===== config.mk =====
export PLATFORM = sky130hd
export DESIGN_NAME = io_cell_register_control
export DESIGN_NICKNAME = d
export VERILOG_FILES = /design/src/logic/io_cell_pkg.sv /design/src/logic/io_cell_register_control.sv
export VERILOG_INCLUDE_DIRS = /design/src /design/src/logic
export SDC_FILE = /design/constraint.sdc
export NUM_CORES = 1
export LEC_CHECK = 0
export ABC_AREA = 0
export BUFFER_PORTS_ARGS = -buffer_cell sky130_fd_sc_hd__buf_2
export CAP_MARGIN = 25
export CORE_AREA = 4 4 72 74
export CTS_CLUSTER_DIAMETER = 100
export CTS_CLUSTER_SIZE = 28
export DETAILED_ROUTE_END_ITERATION = 10
export DIE_AREA = 0 0 76 78
export GPL_ROUTABILITY_DRIVEN = 0
export SETUP_SLACK_MARGIN = 0.15
export SYNTH_ARGS = -nofsm -noshare
export SYNTH_HDL_FRONTEND = slang
export SYNTH_SLANG_ARGS = --single-unit

===== constraint.sdc =====
create_clock -name clk_i -period 1.2 [get_ports clk_i]
set_input_delay 0.06 -clock clk_i [delete_from_list [all_inputs] [get_ports clk_i]]
set_output_delay 0.06 -clock clk_i [all_outputs]
set_load 0.1 [all_outputs]

===== src/logic/io_cell_defines.svh =====
`ifndef IO_CELL_DEFINES_SVH
`define IO_CELL_DEFINES_SVH

// ==========================================================================
// Register offsets (byte addresses, one aligned word each)
`define CFG_OFFSET 8'h00
`define CTRL_OFFSET 8'h04
`define STATUS_OFFSET 8'h08

// ==========================================================================
// Reset values
`define CFG_RESET 8'h00
`define RDATA_RESET 32'h0000_0000

// ==========================================================================
// Field positions
`define CTRL_STARTUP_BIT 0
`define ST_IN_Q_BIT 0
`define ST_OUT_Q_BIT 1
`define ST_PAD_LEVEL_BIT 2
`define ST_PULL_UP_BIT 3
`define ST_PULL_DOWN_BIT 4
`define ST_DRIVE_BIT 5

`endif


===== src/logic/io_cell_pkg.sv =====
package io_cell_pkg;

  // ==========================================================================
  // Pad treatment
  typedef enum logic [1:0]
  {
    PAD_PULL_UP = 2'h0,
    PAD_PULL_DOWN = 2'h1,
    PAD_DRIVEN = 2'h2,
    PAD_EXTERNAL = 2'h3
  } pad_mode_type;

  // ==========================================================================
  // Configuration word, bit 7 down to bit 0
  typedef struct packed
  {
    pad_mode_type pad_mode;
    logic ce_to_out;
    logic ce_to_in;
    logic out_clk_invert;
    logic in_clk_invert;
    logic out_init_set;
    logic in_init_set;
  } cell_config_type;

  // ==========================================================================
  // Pad drive controls
  typedef struct packed
  {
    logic drive;
    logic oe;
    logic pull_up;
    logic pull_down;
  } pad_control_type;

  // ==========================================================================
  // Whole state of the cell
  typedef struct packed
  {
    cell_config_type cfg;
    logic in_q;
    logic out_q;
    logic in_clk_prev;
    logic out_clk_prev;
    logic ack;
    logic [31:0] rdata;
  } cell_state_type;

endpackage


===== src/logic/io_cell_register_control.sv =====
// Our own choices: the address map and the Wishbone interface to the registers.
`timescale 1ns/100ps
`include "io_cell_defines.svh"

// Notes on behaviour
// Global set/reset forces both registers' init values
// Each register's set/clear chosen separately
// No user set/reset besides global net
// One choice serves start-up and global reset
// Input and output registers have separate clocks
// Each register clock may be inverted
// Every cell takes its own clock inputs
// Both registers share one clock enable
// Enable routed to input, output or both
// Clock enable active high, never inverted
// Unused pads default to pull-up
// Pad may pull down, drive, or float
// Disabled register holds; enabled register loads
module io_cell_register_control
  import io_cell_pkg::*;
(
  input wire logic clk_i,
  input wire logic rst_i,
  input wire logic cyc_i,
  input wire logic stb_i,
  input wire logic we_i,
  input wire logic [7:0] adr_i,
  input wire logic [3:0] sel_i,
  input wire logic [31:0] dat_i,
  output logic [31:0] dat_o,
  output logic ack_o,
  input wire logic global_set_reset_net_i,
  input wire logic input_register_clock_i,
  input wire logic output_register_clock_i,
  input wire logic shared_clock_enable_i,
  input wire logic out_data_i,
  input wire logic pad_in_i,
  output logic in_q_o,
  output pad_control_type pad_o
);

  // ==========================================================================
  // Helpers

  // Clock pins are sampled on clk_i; an edge is seen at the first clk_i edge that samples the new level
  function automatic logic active_edge(input logic prev, input logic cur,
                                       input logic invert);
    if (invert)
    begin
      // Inverted clock: capture on the falling edge
      active_edge = prev & ~cur;
    end
    else
    begin
      active_edge = ~prev & cur;
    end
  endfunction

  // An enable left unrouted to either register counts as always high
  function automatic logic enable_for(input logic routed,
                                      input logic any_routed,
                                      input logic ce);
    if (!any_routed)
    begin
      // Unrouted enable leaves both registers free-running
      enable_for = 1'b1;
    end
    else if (routed)
    begin
      enable_for = ce;
    end
    else
    begin
      // Routed only to the other register
      enable_for = 1'b1;
    end
  endfunction

  // Read-back word of the configuration, upper lanes zero
  function automatic logic [31:0] config_word(input cell_config_type cfg);
    config_word = {24'h000000, cfg};
  endfunction

  // Status word: both registers, the pad level and its treatment
  function automatic logic [31:0] status_word(input logic in_q,
                                              input logic out_q,
                                              input logic level,
                                              input pad_control_type pc);
    logic [31:0] w;
    w = '0;
    // Register values
    w[`ST_IN_Q_BIT] = in_q;
    w[`ST_OUT_Q_BIT] = out_q;
    // Pad level as seen now, then how the pad is treated
    w[`ST_PAD_LEVEL_BIT] = level;
    w[`ST_PULL_UP_BIT] = pc.pull_up;
    w[`ST_PULL_DOWN_BIT] = pc.pull_down;
    w[`ST_DRIVE_BIT] = pc.oe;
    status_word = w;
  endfunction

  // Address match for one register offset
  function automatic logic is_offset(input logic [7:0] adr,
                                     input logic [7:0] offset);
    is_offset = (adr == offset);
  endfunction

  // One I/O register: loads on an enabled active edge, else holds
  function automatic logic register_next(input logic q,
                                         input logic fire,
                                         input logic enable,
                                         input logic d);
    if (fire && enable)
    begin
      register_next = d;
    end
    else
    begin
      register_next = q;
    end
  endfunction

  // Pad treatment for one mode; the cell only drives in driven mode
  function automatic pad_control_type pad_for_mode(input pad_mode_type mode,
                                                   input logic out_q);
    pad_control_type pc;
    pc = '0;
    case (mode)
      // default pull-up
      PAD_PULL_UP:
      begin
        pc.drive = 1'b0;
        pc.oe = 1'b0;
        pc.pull_up = 1'b1;
        pc.pull_down = 1'b0;
      end
      // pull-down, driven or external
      PAD_PULL_DOWN:
      begin
        pc.drive = 1'b0;
        pc.oe = 1'b0;
        pc.pull_up = 1'b0;
        pc.pull_down = 1'b1;
      end
      // Pulls stay off while driving, so no current fights the driver
      PAD_DRIVEN:
      begin
        pc.drive = out_q;
        pc.oe = 1'b1;
        pc.pull_up = 1'b0;
        pc.pull_down = 1'b0;
      end
      // Left to a far source; nothing holds the level here
      PAD_EXTERNAL:
      begin
        pc.drive = 1'b0;
        pc.oe = 1'b0;
        pc.pull_up = 1'b0;
        pc.pull_down = 1'b0;
      end
      default:
      begin
        pc.drive = 1'b0;
        pc.oe = 1'b0;
        pc.pull_up = 1'b1;
        pc.pull_down = 1'b0;
      end
    endcase
    pad_for_mode = pc;
  endfunction

  // ==========================================================================
  // State

  cell_state_type s;
  cell_state_type next_s;
  cell_state_type reset_s;
  logic req;
  logic take;
  logic any_routed;
  logic in_edge;
  logic out_edge;
  logic startup;
  pad_control_type pad;

  // Decoded strobes of the current cycle
  logic in_enable;
  logic out_enable;
  logic read_start;
  logic write_hit;
  logic sel_cfg;
  logic sel_ctrl;
  logic sel_status;
  logic init_load;

  always_comb
  begin
    reset_s = '0;
    reset_s.cfg = cell_config_type'(`CFG_RESET);
    reset_s.rdata = `RDATA_RESET;
    // Pin history starts low: a pin high at release gives an edge
    reset_s.in_q = 1'b0;
    reset_s.out_q = 1'b0;
    reset_s.in_clk_prev = 1'b0;
    reset_s.out_clk_prev = 1'b0;
    reset_s.ack = 1'b0;
  end

  // ==========================================================================
  // Pad treatment
  always_comb
  begin
    pad = pad_for_mode(s.cfg.pad_mode, s.out_q);
  end

  // ==========================================================================
  // Next state
  always_comb
  begin
    // ======================================================================
    // Defaults, overridden below in order of priority
    next_s = s;
    req = cyc_i & stb_i;
    take = req & s.ack;
    startup = 1'b0;
    any_routed = s.cfg.ce_to_in | s.cfg.ce_to_out;

    // ======================================================================
    // Clock pins
    // Pin pulses shorter than one clock period may be missed
    // separate clock inputs per register
    // clock pins belong to this cell only
    next_s.in_clk_prev = input_register_clock_i;
    next_s.out_clk_prev = output_register_clock_i;
    // per-register clock inversion
    in_edge = active_edge(s.in_clk_prev, input_register_clock_i,
                          s.cfg.in_clk_invert);
    out_edge = active_edge(s.out_clk_prev, output_register_clock_i,
                           s.cfg.out_clk_invert);

    // ======================================================================
    // Clock enable routing
    // one enable shared by both
    // enable routed per configuration
    // enable used high-true only
    in_enable = enable_for(s.cfg.ce_to_in, any_routed,
                           shared_clock_enable_i);
    out_enable = enable_for(s.cfg.ce_to_out, any_routed,
                            shared_clock_enable_i);

    // ======================================================================
    // Register loads
    // hold unless enabled on active edge
    next_s.in_q = register_next(s.in_q, in_edge, in_enable, pad_in_i);
    next_s.out_q = register_next(s.out_q, out_edge, out_enable, out_data_i);

    // ======================================================================
    // Bus decode
    // A request is captured once; ack then blocks a second capture
    read_start = req & ~s.ack;
    sel_cfg = is_offset(adr_i, `CFG_OFFSET);
    sel_ctrl = is_offset(adr_i, `CTRL_OFFSET);
    sel_status = is_offset(adr_i, `STATUS_OFFSET);
    // Only byte lane 0 carries configuration and control bits
    write_hit = take & we_i & sel_i[0];

    // ======================================================================
    // Bus answer
    // Ack one cycle after the request, high for one cycle
    next_s.ack = read_start;

    // ======================================================================
    // Read data, captured as the request is first seen
    if (read_start)
    begin
      if (sel_cfg)
      begin
        next_s.rdata = config_word(s.cfg);
      end
      else if (sel_status)
      begin
        next_s.rdata = status_word(s.in_q, s.out_q, pad_in_i, pad);
      end
      else
      begin
        // Unmapped and write-only offsets read as zero
        next_s.rdata = '0;
      end
    end

    // ======================================================================
    // Register writes, landing on the edge that samples ack
    if (write_hit && sel_cfg)
    begin
      next_s.cfg = cell_config_type'(dat_i[7:0]);
    end
    // The start-up strobe is a one-cycle pulse, never stored
    if (write_hit && sel_ctrl)
    begin
      startup = dat_i[`CTRL_STARTUP_BIT];
    end

    // ======================================================================
    // Global set/reset and start-up
    // global net forces init values
    // separate set/clear per register
    // only global net or start-up set/reset
    // same choice for start-up and global
    // Uses the stored choice, so a write in the same cycle waits
    // The global net wins over any clock edge in the same cycle
    init_load = global_set_reset_net_i | startup;
    if (init_load)
    begin
      next_s.in_q = s.cfg.in_init_set;
      next_s.out_q = s.cfg.out_init_set;
    end
  end

  // ==========================================================================
  // Registers
  // Synchronous reset only; the global net acts through next state
  // so that both share one path into the register bits
  always_ff @(posedge clk_i)
  begin
    if (rst_i)
    begin
      s <= reset_s;
    end
    else
    begin
      s <= next_s;
    end
  end

  // ==========================================================================
  // Outputs
  // Data outputs come straight from flops
  // Pad controls follow the stored mode with no extra delay
  assign dat_o = s.rdata;
  assign ack_o = s.ack;
  assign in_q_o = s.in_q;
  assign pad_o = pad;

endmodule


==> out/metrics.cfg, run 1 <==
[cells_and_area]
syn2layout_area_growth_pct = 33.8
layout_commonest_cell = buf_2
nNetsFinal = 242
diodes = 0
stdcell_area_um2 = 1750
layout_common_cells = 27 x buf_2, 24 x conb_1, 17 x dfxtp_1
multi_input_area_um2 = 752
drive_above_1_share_pct = 50.0
seqCellArea_um2 = 433
fill_cells = 472

[cts]
cts_tree = built
clock_tree.root_cell = clkbuf_8
cts.reportedPaths.clkPinSlew_ns = 0.08
cts_num_sinks = 21
clkLatencyLatePin_ns = 0.26
cts.htree.levels = 1
clk_path_buf_depth = 2
cts_buffers = 3

[routing]
wl_per_cell_um = 11.2
avgViaCountPerCell = 3.99
drt_iter0_markers = 28
drt.antenna.violating_nets = 0
drc = 0
wl_mm = 2.70
dr_total_vias = 957
drt-pass1-iter-count = 3

[floorplanning]
fp.dieH_um = 78
core_area_um2 = 4600
io_pins = 93
chipWidth_um = 76
row_count = 25
fp.dieArea_um2 = 5930
start_util_pct = 28.4

[setup_path]
critPathCaptureType = flip-flop
startpoint_type = flip-flop
cp.required_ns = 1.39
slowest_stage = dfxtp_4
ff2ff_path_depth = 5
slowest_delay_ns = 0.35
criticalPathCategory = reg -> reg
crit_arrival_ns = 1.42
cp_max_fo = 8
crit_chain = and4b_1 -> nand3_2 -> nor3_4 -> buf_12 -> mux2i_1

[yosys]
ys_seq_area_share_pct = 32.2
yosys_warnings = 0
synthCells = 140
ys_ff_latch = 21
ys_types = 32
netlist_area_um2 = 1310
syn_area_per_cell_um2 = 9.34

[power_and_ir_drop]
p_leak_uw = 0.000769
powerDensity_nw_per_um2 = 955
finalPower_uw = 1670
irDropWorstVdd_uv = 315

[timing]
finalCritPeriodShare_pct = 103
finalHoldViolations = 0
min_period_ns = 1.23
max_freq_mhz = 811
grt_setup_unrepaired = true
skew_ns = 0.00292
setup_viol = 8
slew_violations = 0
layout_setup_ws_ns = -0.0326

[outcome]
status = finished, violations left
violations = setup timing

[global_route]
first_global_vias = 918
track_usage_pct = 8.54
grt-ovfl-total = 0
grt_max_degree = 21
grt_pass1_wl_mm = 4.17
antenna_found_initial = 0

[placed_design]
portBuffers = 41
dpl_cell_area_um2 = 1580
post-dp-hpwl_mm = 2.12

[hold_path]
hold_depth = 2
hp-class = in -> reg

[flow_run]
max-cap-violations = 0

-- sequential cells by signal (all words and copies together) (netlist names) --
signal  count
in_q_o      1
ack_o       1
s          11
dat_o       8
-- worst max-delay path, delay by kind of cell, from the launching register on --
family	cells	cell delay (ns)
simple gates	3	0.48
flops	1	0.35
mux	1	0.17
buf+inv	1	0.16
-- final cells by class --
cell class | count | area share (%)
well taps | 54 | 3.86
repair buffers | 54 | 24.7
inverters | 5 | 1.07
multi-input cells | 102 | 43.0
flip-flops and latches | 21 | 24.7
clock inverters | 1 | 0.286
clock buffers | 3 | 2.36
-- through the flow --
step                      util, %  setup WS [ns]  TNS, ns  hold slack, ns  cells
after floorplan                 -         -0.317    -3.30           0.188    163
after global placement       34.4        -0.0226   -0.150           0.294    229
after detailed placement     34.4        -0.0464   -0.206           0.300    229
after CTS                    37.3        -0.0515   -0.257          0.0272    239
after global routing         38.0         -0.107   -0.960          0.0426    240
final                        38.0        -0.0326   -0.130          0.0307    240
-- what timing repair did --
action                     in CTS  in global routing
setup endpoints to repair      30                 23
hold endpoints to repair        0                  0
hold buffers                    0                  0
gates cloned                    0                  0
gates resized for setup        14                  7
setup buffers                   6                  1
pin swaps                       4                  3
-- kinds of logic after synthesis --
family | count (synthesis) | synth area share, %
other cells | 1 | 0.287
mux | 15 | 11.5
flops | 21 | 32.2
buf+inv | 40 | 21.5
compound gates | 18 | 8.23
simple gates | 45 | 26.3
-- power by group --
group / total [uW] / switching, uW / internal (uW)
clock network: 461 / 230 / 231
registers: 705 / 5.11 / 699
logic: 505 / 418 / 86.7
-- cells in the mapped netlist (all sizes together) --
master / number / share of area [%]
o22ai: 1 / 0.48
and4: 1 / 0.67
nand3: 1 / 0.77
nand4b: 1 / 0.67
nor4: 1 / 1.6
or2b: 15 / 10
nor2: 3 / 0.86
and2: 1 / 0.48
dfxtp: 21 / 32
nand2b: 2 / 0.96
nor2b: 4 / 1.9
a22o: 2 / 1.3
o21ai: 9 / 3.4
clkbuf: 1 / 0.29
and4bb: 1 / 0.96
a41oi: 1 / 0.67
a21oi: 2 / 0.77
and4b: 1 / 0.77
mux2i: 15 / 11
o211ai: 1 / 0.57
nand2: 8 / 2.5
nand4: 1 / 0.48
a31oi: 2 / 0.96
conb: 1 / 0.29
buf: 34 / 20
nor3: 1 / 1.2
and3b: 2 / 1.3
nor3b: 2 / 1.1
inv: 5 / 1.4
-- worst paths after layout --
kind,from,end,slack [ns]
min reg2reg,dat_o[5],dat_o[5],0.46
min,output_register_clock_i,s[33],0.03
max reg2reg,ack_o,s[43],-0.03
max,ack_o,s[43],-0.03
-- per-layer routing --
metal	vias up	GRT usage, %	part of all wire (%)
li1	506	-	-
met1	414	10.4	42
met2	33	13.8	48
met3	4	2.55	8.0
met4	0	3.74	1.6
met5	-	0	0
(Power assumes the default switching activity.)
==> inputs of run 2 (changes only) <==
--- a/config.mk
+++ b/config.mk
@@ -15,7 +15,9 @@
 export DETAILED_ROUTE_END_ITERATION = 10
 export DIE_AREA = 0 0 76 78
 export GPL_ROUTABILITY_DRIVEN = 0
+export RECOVER_POWER = 50
 export SETUP_SLACK_MARGIN = 0.15
+export SKIP_LAST_GASP = 1
 export SYNTH_ARGS = -nofsm -noshare
 export SYNTH_HDL_FRONTEND = slang
 export SYNTH_SLANG_ARGS = --single-unit
==> run 2 against run 1 <==
Compared with the run above:
- clock power hardly changed
- clock-buffer cell count did not move
- final cell count stayed put
- fmax barely moved
- the run still ends with setup timing left
- utilization decreased by 0.38 points
- power shrank 0.26%
- sequential power is essentially flat
- die area did not move
- worst setup slack about the same
- clock skew about the same
- combinational power fell by 0.8%
==> out/metrics.cfg, run 2 (same netlist as run 1, synthesis figures left out) <==
[outcome]
status = finished, violations left
violations = setup timing

[setup_path]
criticalPathCategory = reg -> reg
cp_max_fo = 8  ; unchanged
slowest_delay_ns = 0.35  ; about the same
critPathCaptureType = flip-flop
ff2ff_setup_slack_ns = -0.03  ; about the same
slowest_stage = dfxtp_4
crit_arrival_ns = 1.42  ; about the same
crit_chain = and4b_1 -> nand3_2 -> nor3_4 -> buf_12 -> mux2i_1
startpoint_type = flip-flop
cp.required_ns = 1.39  ; about the same

[power_and_ir_drop]
powerDensity_nw_per_um2 = 962  ; +0.75%
p_leak_uw = 0.000763  ; -0.78%
irDropWorstVdd_uv = 314  ; -0.18%
finalPower_uw = 1670  ; -0.26%

[timing]
slew_violations = 0  ; unchanged
finalCritPeriodShare_pct = 103  ; about the same
finalHoldViolations = 0  ; unchanged
setup_viol = 8  ; unchanged
setup_tns_ns = -0.130  ; +0.000404 ns
layout_setup_ws_ns = -0.0325  ; +0.0000737 ns
hold_ws_ns = 0.0309  ; +0.000198 ns
skew_ns = 0.00290  ; -0.0000244 ns
worst_pin_slew_ns = 0.695
max_freq_mhz = 811  ; about the same
relSlewSlack_pct = 53.7
grt_setup_unrepaired = true
min_period_ns = 1.23  ; -0.0000737 ns

[global_route]
grt_max_degree = 21  ; unchanged
grt-ovfl-total = 0  ; unchanged
antenna_found_initial = 0  ; unchanged
grt_pass1_wl_mm = 4.16  ; -0.17%
first_global_vias = 920  ; +0.22%
track_usage_pct = 8.51  ; -0.024 points

[cells_and_area]
layout_commonest_cell = buf_2
syn2layout_area_growth_pct = 32.4
multi_input_area_um2 = 752  ; unchanged
seqCellArea_um2 = 433  ; unchanged
diodes = 0  ; unchanged
drive_above_1_share_pct = 48.9  ; -1.1 points
fill_cells = 477  ; +1.1%
nNetsFinal = 242  ; unchanged
top_register = s
layout_common_cells = 31 x buf_2, 24 x conb_1, 17 x dfxtp_1
final_util_pct = 37.7  ; -0.38 points
largest_reg_flops = 11  ; unchanged

[hold_path]
hp-class = in -> reg

[routing]
drt_iter0_markers = 28  ; unchanged
drc = 0  ; unchanged
drt.antenna.violating_nets = 0  ; unchanged
dr_total_vias = 956  ; -0.10%
wl_per_cell_um = 11.2  ; unchanged
wl_mm = 2.70  ; unchanged
drt-pass1-iter-count = 4  ; +1
avgViaCountPerCell = 3.98  ; -0.10%

[floorplanning]
fp.dieH_um = 78  ; unchanged
start_util_pct = 28.4  ; unchanged
row_count = 25  ; unchanged
io_pins = 93  ; unchanged
chipWidth_um = 76  ; unchanged
core_area_um2 = 4600  ; unchanged
fp.dieArea_um2 = 5930  ; unchanged

[cts]
postCtsHoldBufs = 0  ; unchanged
clock_tree.root_cell = clkbuf_8
cts_num_sinks = 21  ; unchanged
cts_buffers = 3  ; unchanged
clk_path_buf_depth = 2  ; unchanged
cts.reportedPaths.clkPinSlew_ns = 0.08  ; about the same
clkLatencyLatePin_ns = 0.26  ; about the same
cts.htree.levels = 1  ; unchanged
cts_tree = built

[flow_run]
max-cap-violations = 0  ; unchanged

[placed_design]
post-dp-hpwl_mm = 2.12  ; unchanged
pre_cts_ws_ns = -0.0464  ; unchanged
portBuffers = 41  ; unchanged

[run 2: cell count changes in the layout (fill, tap and decap cells not counted)]
cell / change
buf_4: -6
buf_2: +4
clkbuf_1: +2
[run 2: layout make-up]
type                       instances  share of cell area [%]
clock buffer                       3                    2.38
clock inverter                     1                   0.289
inverter                           5                    1.08
multi-input combinational        102                    43.4
sequential                        21                    25.0
tap                               54                    3.90
timing repair buffer              54                    23.9
[run 2: stage by stage]
| step | instances | cell area [um2] |
|---|---|---|
| 2_1_floorplan | 163 | 1440 |
| 3_3_place_gp | 229 | 1580 |
| 3_5_place_dp | 229 | 1580 |
| 4_1_cts | 239 | 1710 |
| 5_1_grt | 240 | 1730 |
| 6_report | 240 | 1730 |
[run 2: worst max-delay path: cells and delay by family (launching register included)]
| family | cells | cell delay, ns |
|---|---|---|
| multiplexers | 1 | 0.17 |
| buffers and inverters | 1 | 0.16 |
| flip-flops | 1 | 0.35 |
| AND/OR/NAND/NOR | 3 | 0.48 |
[run 2: final timing paths]
kind | start | cells past startpoint | endpoint
worst max-delay path | ack_o | 5 | s[43]
worst min-delay path | output_register_clock_i | 2 | s[33]
worst max register to register | ack_o | 5 | s[43]
worst min register to register | dat_o[5] | 2 | dat_o[5]
[run 2: power by group]
| group | switching (uW) | internal (uW) | total, uW | leakage, uW |
|---|---|---|---|---|
| Sequential | 5.00 | 699 | 704 | 0.000173 |
| Clock | 229 | 231 | 460 | 0.0000255 |
| Combinational | 418 | 83.6 | 501 | 0.000565 |
[run 2: metal layers]
layer / track usage (%) / vias to the layer above / part of all wire (%)
met1: 10.3 / 413 / 42
met5: 0 / - / 0
met3: 2.55 / 4 / 7.7
met4: 3.74 / 0 / 1.6
li1: - / 506 / -
met2: 13.8 / 33 / 49
[run 2: repair_timing]
item,4_1_cts,5_1_grt
resized for setup,12,9
pin swaps,3,3
setup buffers,6,1
endpoints found under the setup margin,30,23
==> inputs of run 3 (changes only) <==
--- a/config.mk
+++ b/config.mk
@@ -15,6 +15,7 @@
 export DETAILED_ROUTE_END_ITERATION = 10
 export DIE_AREA = 0 0 76 78
 export GPL_ROUTABILITY_DRIVEN = 0
+export GPL_TIMING_DRIVEN = 0
 export RECOVER_POWER = 50
 export SETUP_SLACK_MARGIN = 0.15
 export SKIP_LAST_GASP = 1
==> run 3 against run 2 <==
Compared with the run above:
- non-clock buffer count up 28
- final cell count up 12%
- critical endpoint unchanged
- the flow still finishes with violations (setup timing)
- global-route usage up 0.93 points
- clock power up 1%
==> out/metrics.cfg, run 3 (same netlist as run 1, synthesis figures left out) <==
[power_and_ir_drop]
combPwrFrac_pct = 32.3  ; +2.2 points
p_leak_uw = 0.000901  ; +18%
p_int_uw = 1070  ; +5.3%
clockPowerShare_pct = 26.9  ; -0.7 points
p_sw_uw = 661  ; +1.5%
powerDensity_nw_per_um2 = 888  ; -7.6%
irDropWorstVdd_uv = 386  ; +23%
seqPwrFrac_pct = 40.8  ; -1.5 points
swShare_pct = 38.3  ; -0.88 points

[placed_design]
pre_cts_ws_ns = -0.260  ; -0.214 ns
post-dp-hpwl_mm = 2.24  ; +5.9%
placed_cells = 257  ; +12%
portBuffers = 40  ; -2.4%
dpl_cell_area_um2 = 1710  ; +7.9%

[floorplanning]
fp.dieH_um = 78  ; unchanged
core_area_um2 = 4600  ; unchanged
io_pins = 93  ; unchanged
start_util_pct = 28.4  ; unchanged
fp.dieArea_um2 = 5930  ; unchanged
row_count = 25  ; unchanged
chipWidth_um = 76  ; unchanged

[routing]
avgViaCountPerCell = 3.96  ; -0.71%
drt.antenna.violating_nets = 0  ; unchanged
dr_total_vias = 1060  ; +11%
drt_iter0_markers = 26  ; -7.1%
wl_per_cell_um = 10.4  ; -7.1%
wl_mm = 2.80  ; +3.7%
drt-pass1-iter-count = 4  ; unchanged
drc = 0  ; unchanged

[setup_path]
cp_max_fo = 8  ; unchanged
cp.required_ns = 1.39  ; about the same
critPathCaptureType = flip-flop
criticalPathCategory = reg -> reg
crit_arrival_ns = 1.42  ; about the same
r2r_start = ack_o
ff2ff_setup_slack_ns = -0.03  ; about the same
startpoint_type = flip-flop
ff2ff_path_depth = 5  ; unchanged
r2r_end = s[43]

[cells_and_area]
final_cells = 268  ; +12%
fill_cells = 474  ; -0.63%
diodes = 0  ; unchanged
stdcell_area_um2 = 1950  ; +12%
layout_commonest_cell = buf_4
syn2layout_area_growth_pct = 48.8
largest_reg_flops = 11  ; unchanged
layout_common_cells = 36 x buf_4, 26 x buf_2, 24 x conb_1
nNetsFinal = 270  ; +12%
drive_above_1_share_pct = 54.2  ; +5.3 points
top_register = s

[global_route]
grt-ovfl-total = 0  ; unchanged
grt_pass1_wl_mm = 4.57  ; +9.8%
antenna_found_initial = 1  ; +1
first_global_vias = 1030  ; +12%
track_usage_pct = 9.44  ; +0.93 points
grt_max_degree = 12  ; -43%

[flow_run]
max-cap-violations = 0  ; unchanged

[hold_path]
hp-class = in -> reg
hold_start = output_register_clock_i
min_to = s[33]
hold_depth = 2  ; unchanged

[outcome]
status = finished, violations left
violations = setup timing

[cts]
clock_tree.root_cell = clkbuf_8
cts.reportedPaths.clkPinSlew_ns = 0.08  ; about the same
cts_tree = built
clk_path_buf_depth = 2  ; unchanged
clkLatencyLatePin_ns = 0.26  ; about the same
postCtsHoldBufs = 0  ; unchanged
cts.htree.levels = 1  ; unchanged
cts_num_sinks = 21  ; unchanged
cts_buffers = 3  ; unchanged

[timing]
min_period_ns = 1.23  ; -0.00357 ns
finalHoldViolations = 0  ; unchanged
slew_violations = 0  ; unchanged
setup_viol = 13  ; +5
layout_setup_ws_ns = -0.0289  ; +0.00357 ns
skew_ns = 0.00214  ; -0.000752 ns
finalCritPeriodShare_pct = 102  ; -0.30 points
max_freq_mhz = 814  ; +0.29%
grt_setup_unrepaired = true

## run 3: cell types whose count changed in the layout (fill, tap and decap cells not counted), moves of 2 or more
| cell | before | now |
|---|---|---|
| buf_4 | 10 | 36 |
| clkbuf_1 | 2 | 4 |
| o21ai_1 | 2 | 5 |
| clkbuf_4 | 0 | 5 |
| buf_2 | 31 | 26 |
| buf_6 | 5 | 7 |
| o21ai_2 | 6 | 3 |
## run 3: power by group through the flow
stage | sequential [uW] | combinational [uW] | clock (uW)
2_1_floorplan | 744 | 456 | 0
3_3_place_gp | 721 | 546 | 0
3_5_place_dp | 722 | 548 | 0
4_1_cts | 705 | 560 | 477
5_1_grt | 706 | 585 | 518
6_report | 704 | 559 | 466
## run 3: critical path: stages, from the launching register on
cell	delay [ns]
dfxtp_4	0.35
and4b_2	0.24
nand3_2	0.08
nor3_4	0.16
buf_12	0.16
mux2i_1	0.17
## run 3: what timing repair did
action	CTS	global route
buffers inserted	4	3
pin swaps	8	4
hold endpoints to repair	0	0
gates resized for setup	31	13
setup endpoints to repair	32	29
## run 3: final cells by class
| class | instances | area, um2 | share of cell area [%] |
|---|---|---|---|
| sequential | 21 | 433 | 22.3 |
| inverter | 5 | 18.8 | 0.965 |
| multi-input combinational | 102 | 753 | 38.7 |
| clock buffer | 4 | 45.0 | 2.32 |
| tap | 54 | 67.6 | 3.47 |
| buffer | 35 | 259 | 13.3 |
| timing repair buffer | 47 | 369 | 19.0 |
## run 3: routing by layer
| metal | track usage [%] | vias up | routed length [um] |
|---|---|---|---|
| met2 | 15.6 | 33 | 1400 |
| met1 | 10.6 | 452 | 1120 |
| met4 | 4.80 | 2 | 41 |
| met3 | 3.36 | 6 | 219 |
| met5 | 0 | - | 13 |
| li1 | - | 567 | - |
## run 3: through the flow
stage	hold slack, ns	utilization [%]	power, uW	setup TNS, ns
2_1_floorplan	0.188	-	1200	-3.30
3_3_place_gp	0.294	37.1	1270	-1.89
6_report	0.0399	42.3	1730	-0.204
4_1_cts	0.0399	41.4	1740	-0.892
3_5_place_dp	0.307	37.1	1270	-2.30
5_1_grt	0.0509	42.3	1810	-1.48
## run 3: worst max path at each step
stage / start / end / slack (ns) / cells past startpoint
CTS: ack_o / s[43] / -0.11 / 5
detailed placement: ack_o / s[43] / -0.26 / 4
global route: ack_o / s[43] / -0.14 / 5
floorplan: ack_o / s[43] / -0.32 / 4
finish: ack_o / s[43] / -0.03 / 5
global placement: ack_o / s[44] / -0.21 / 4
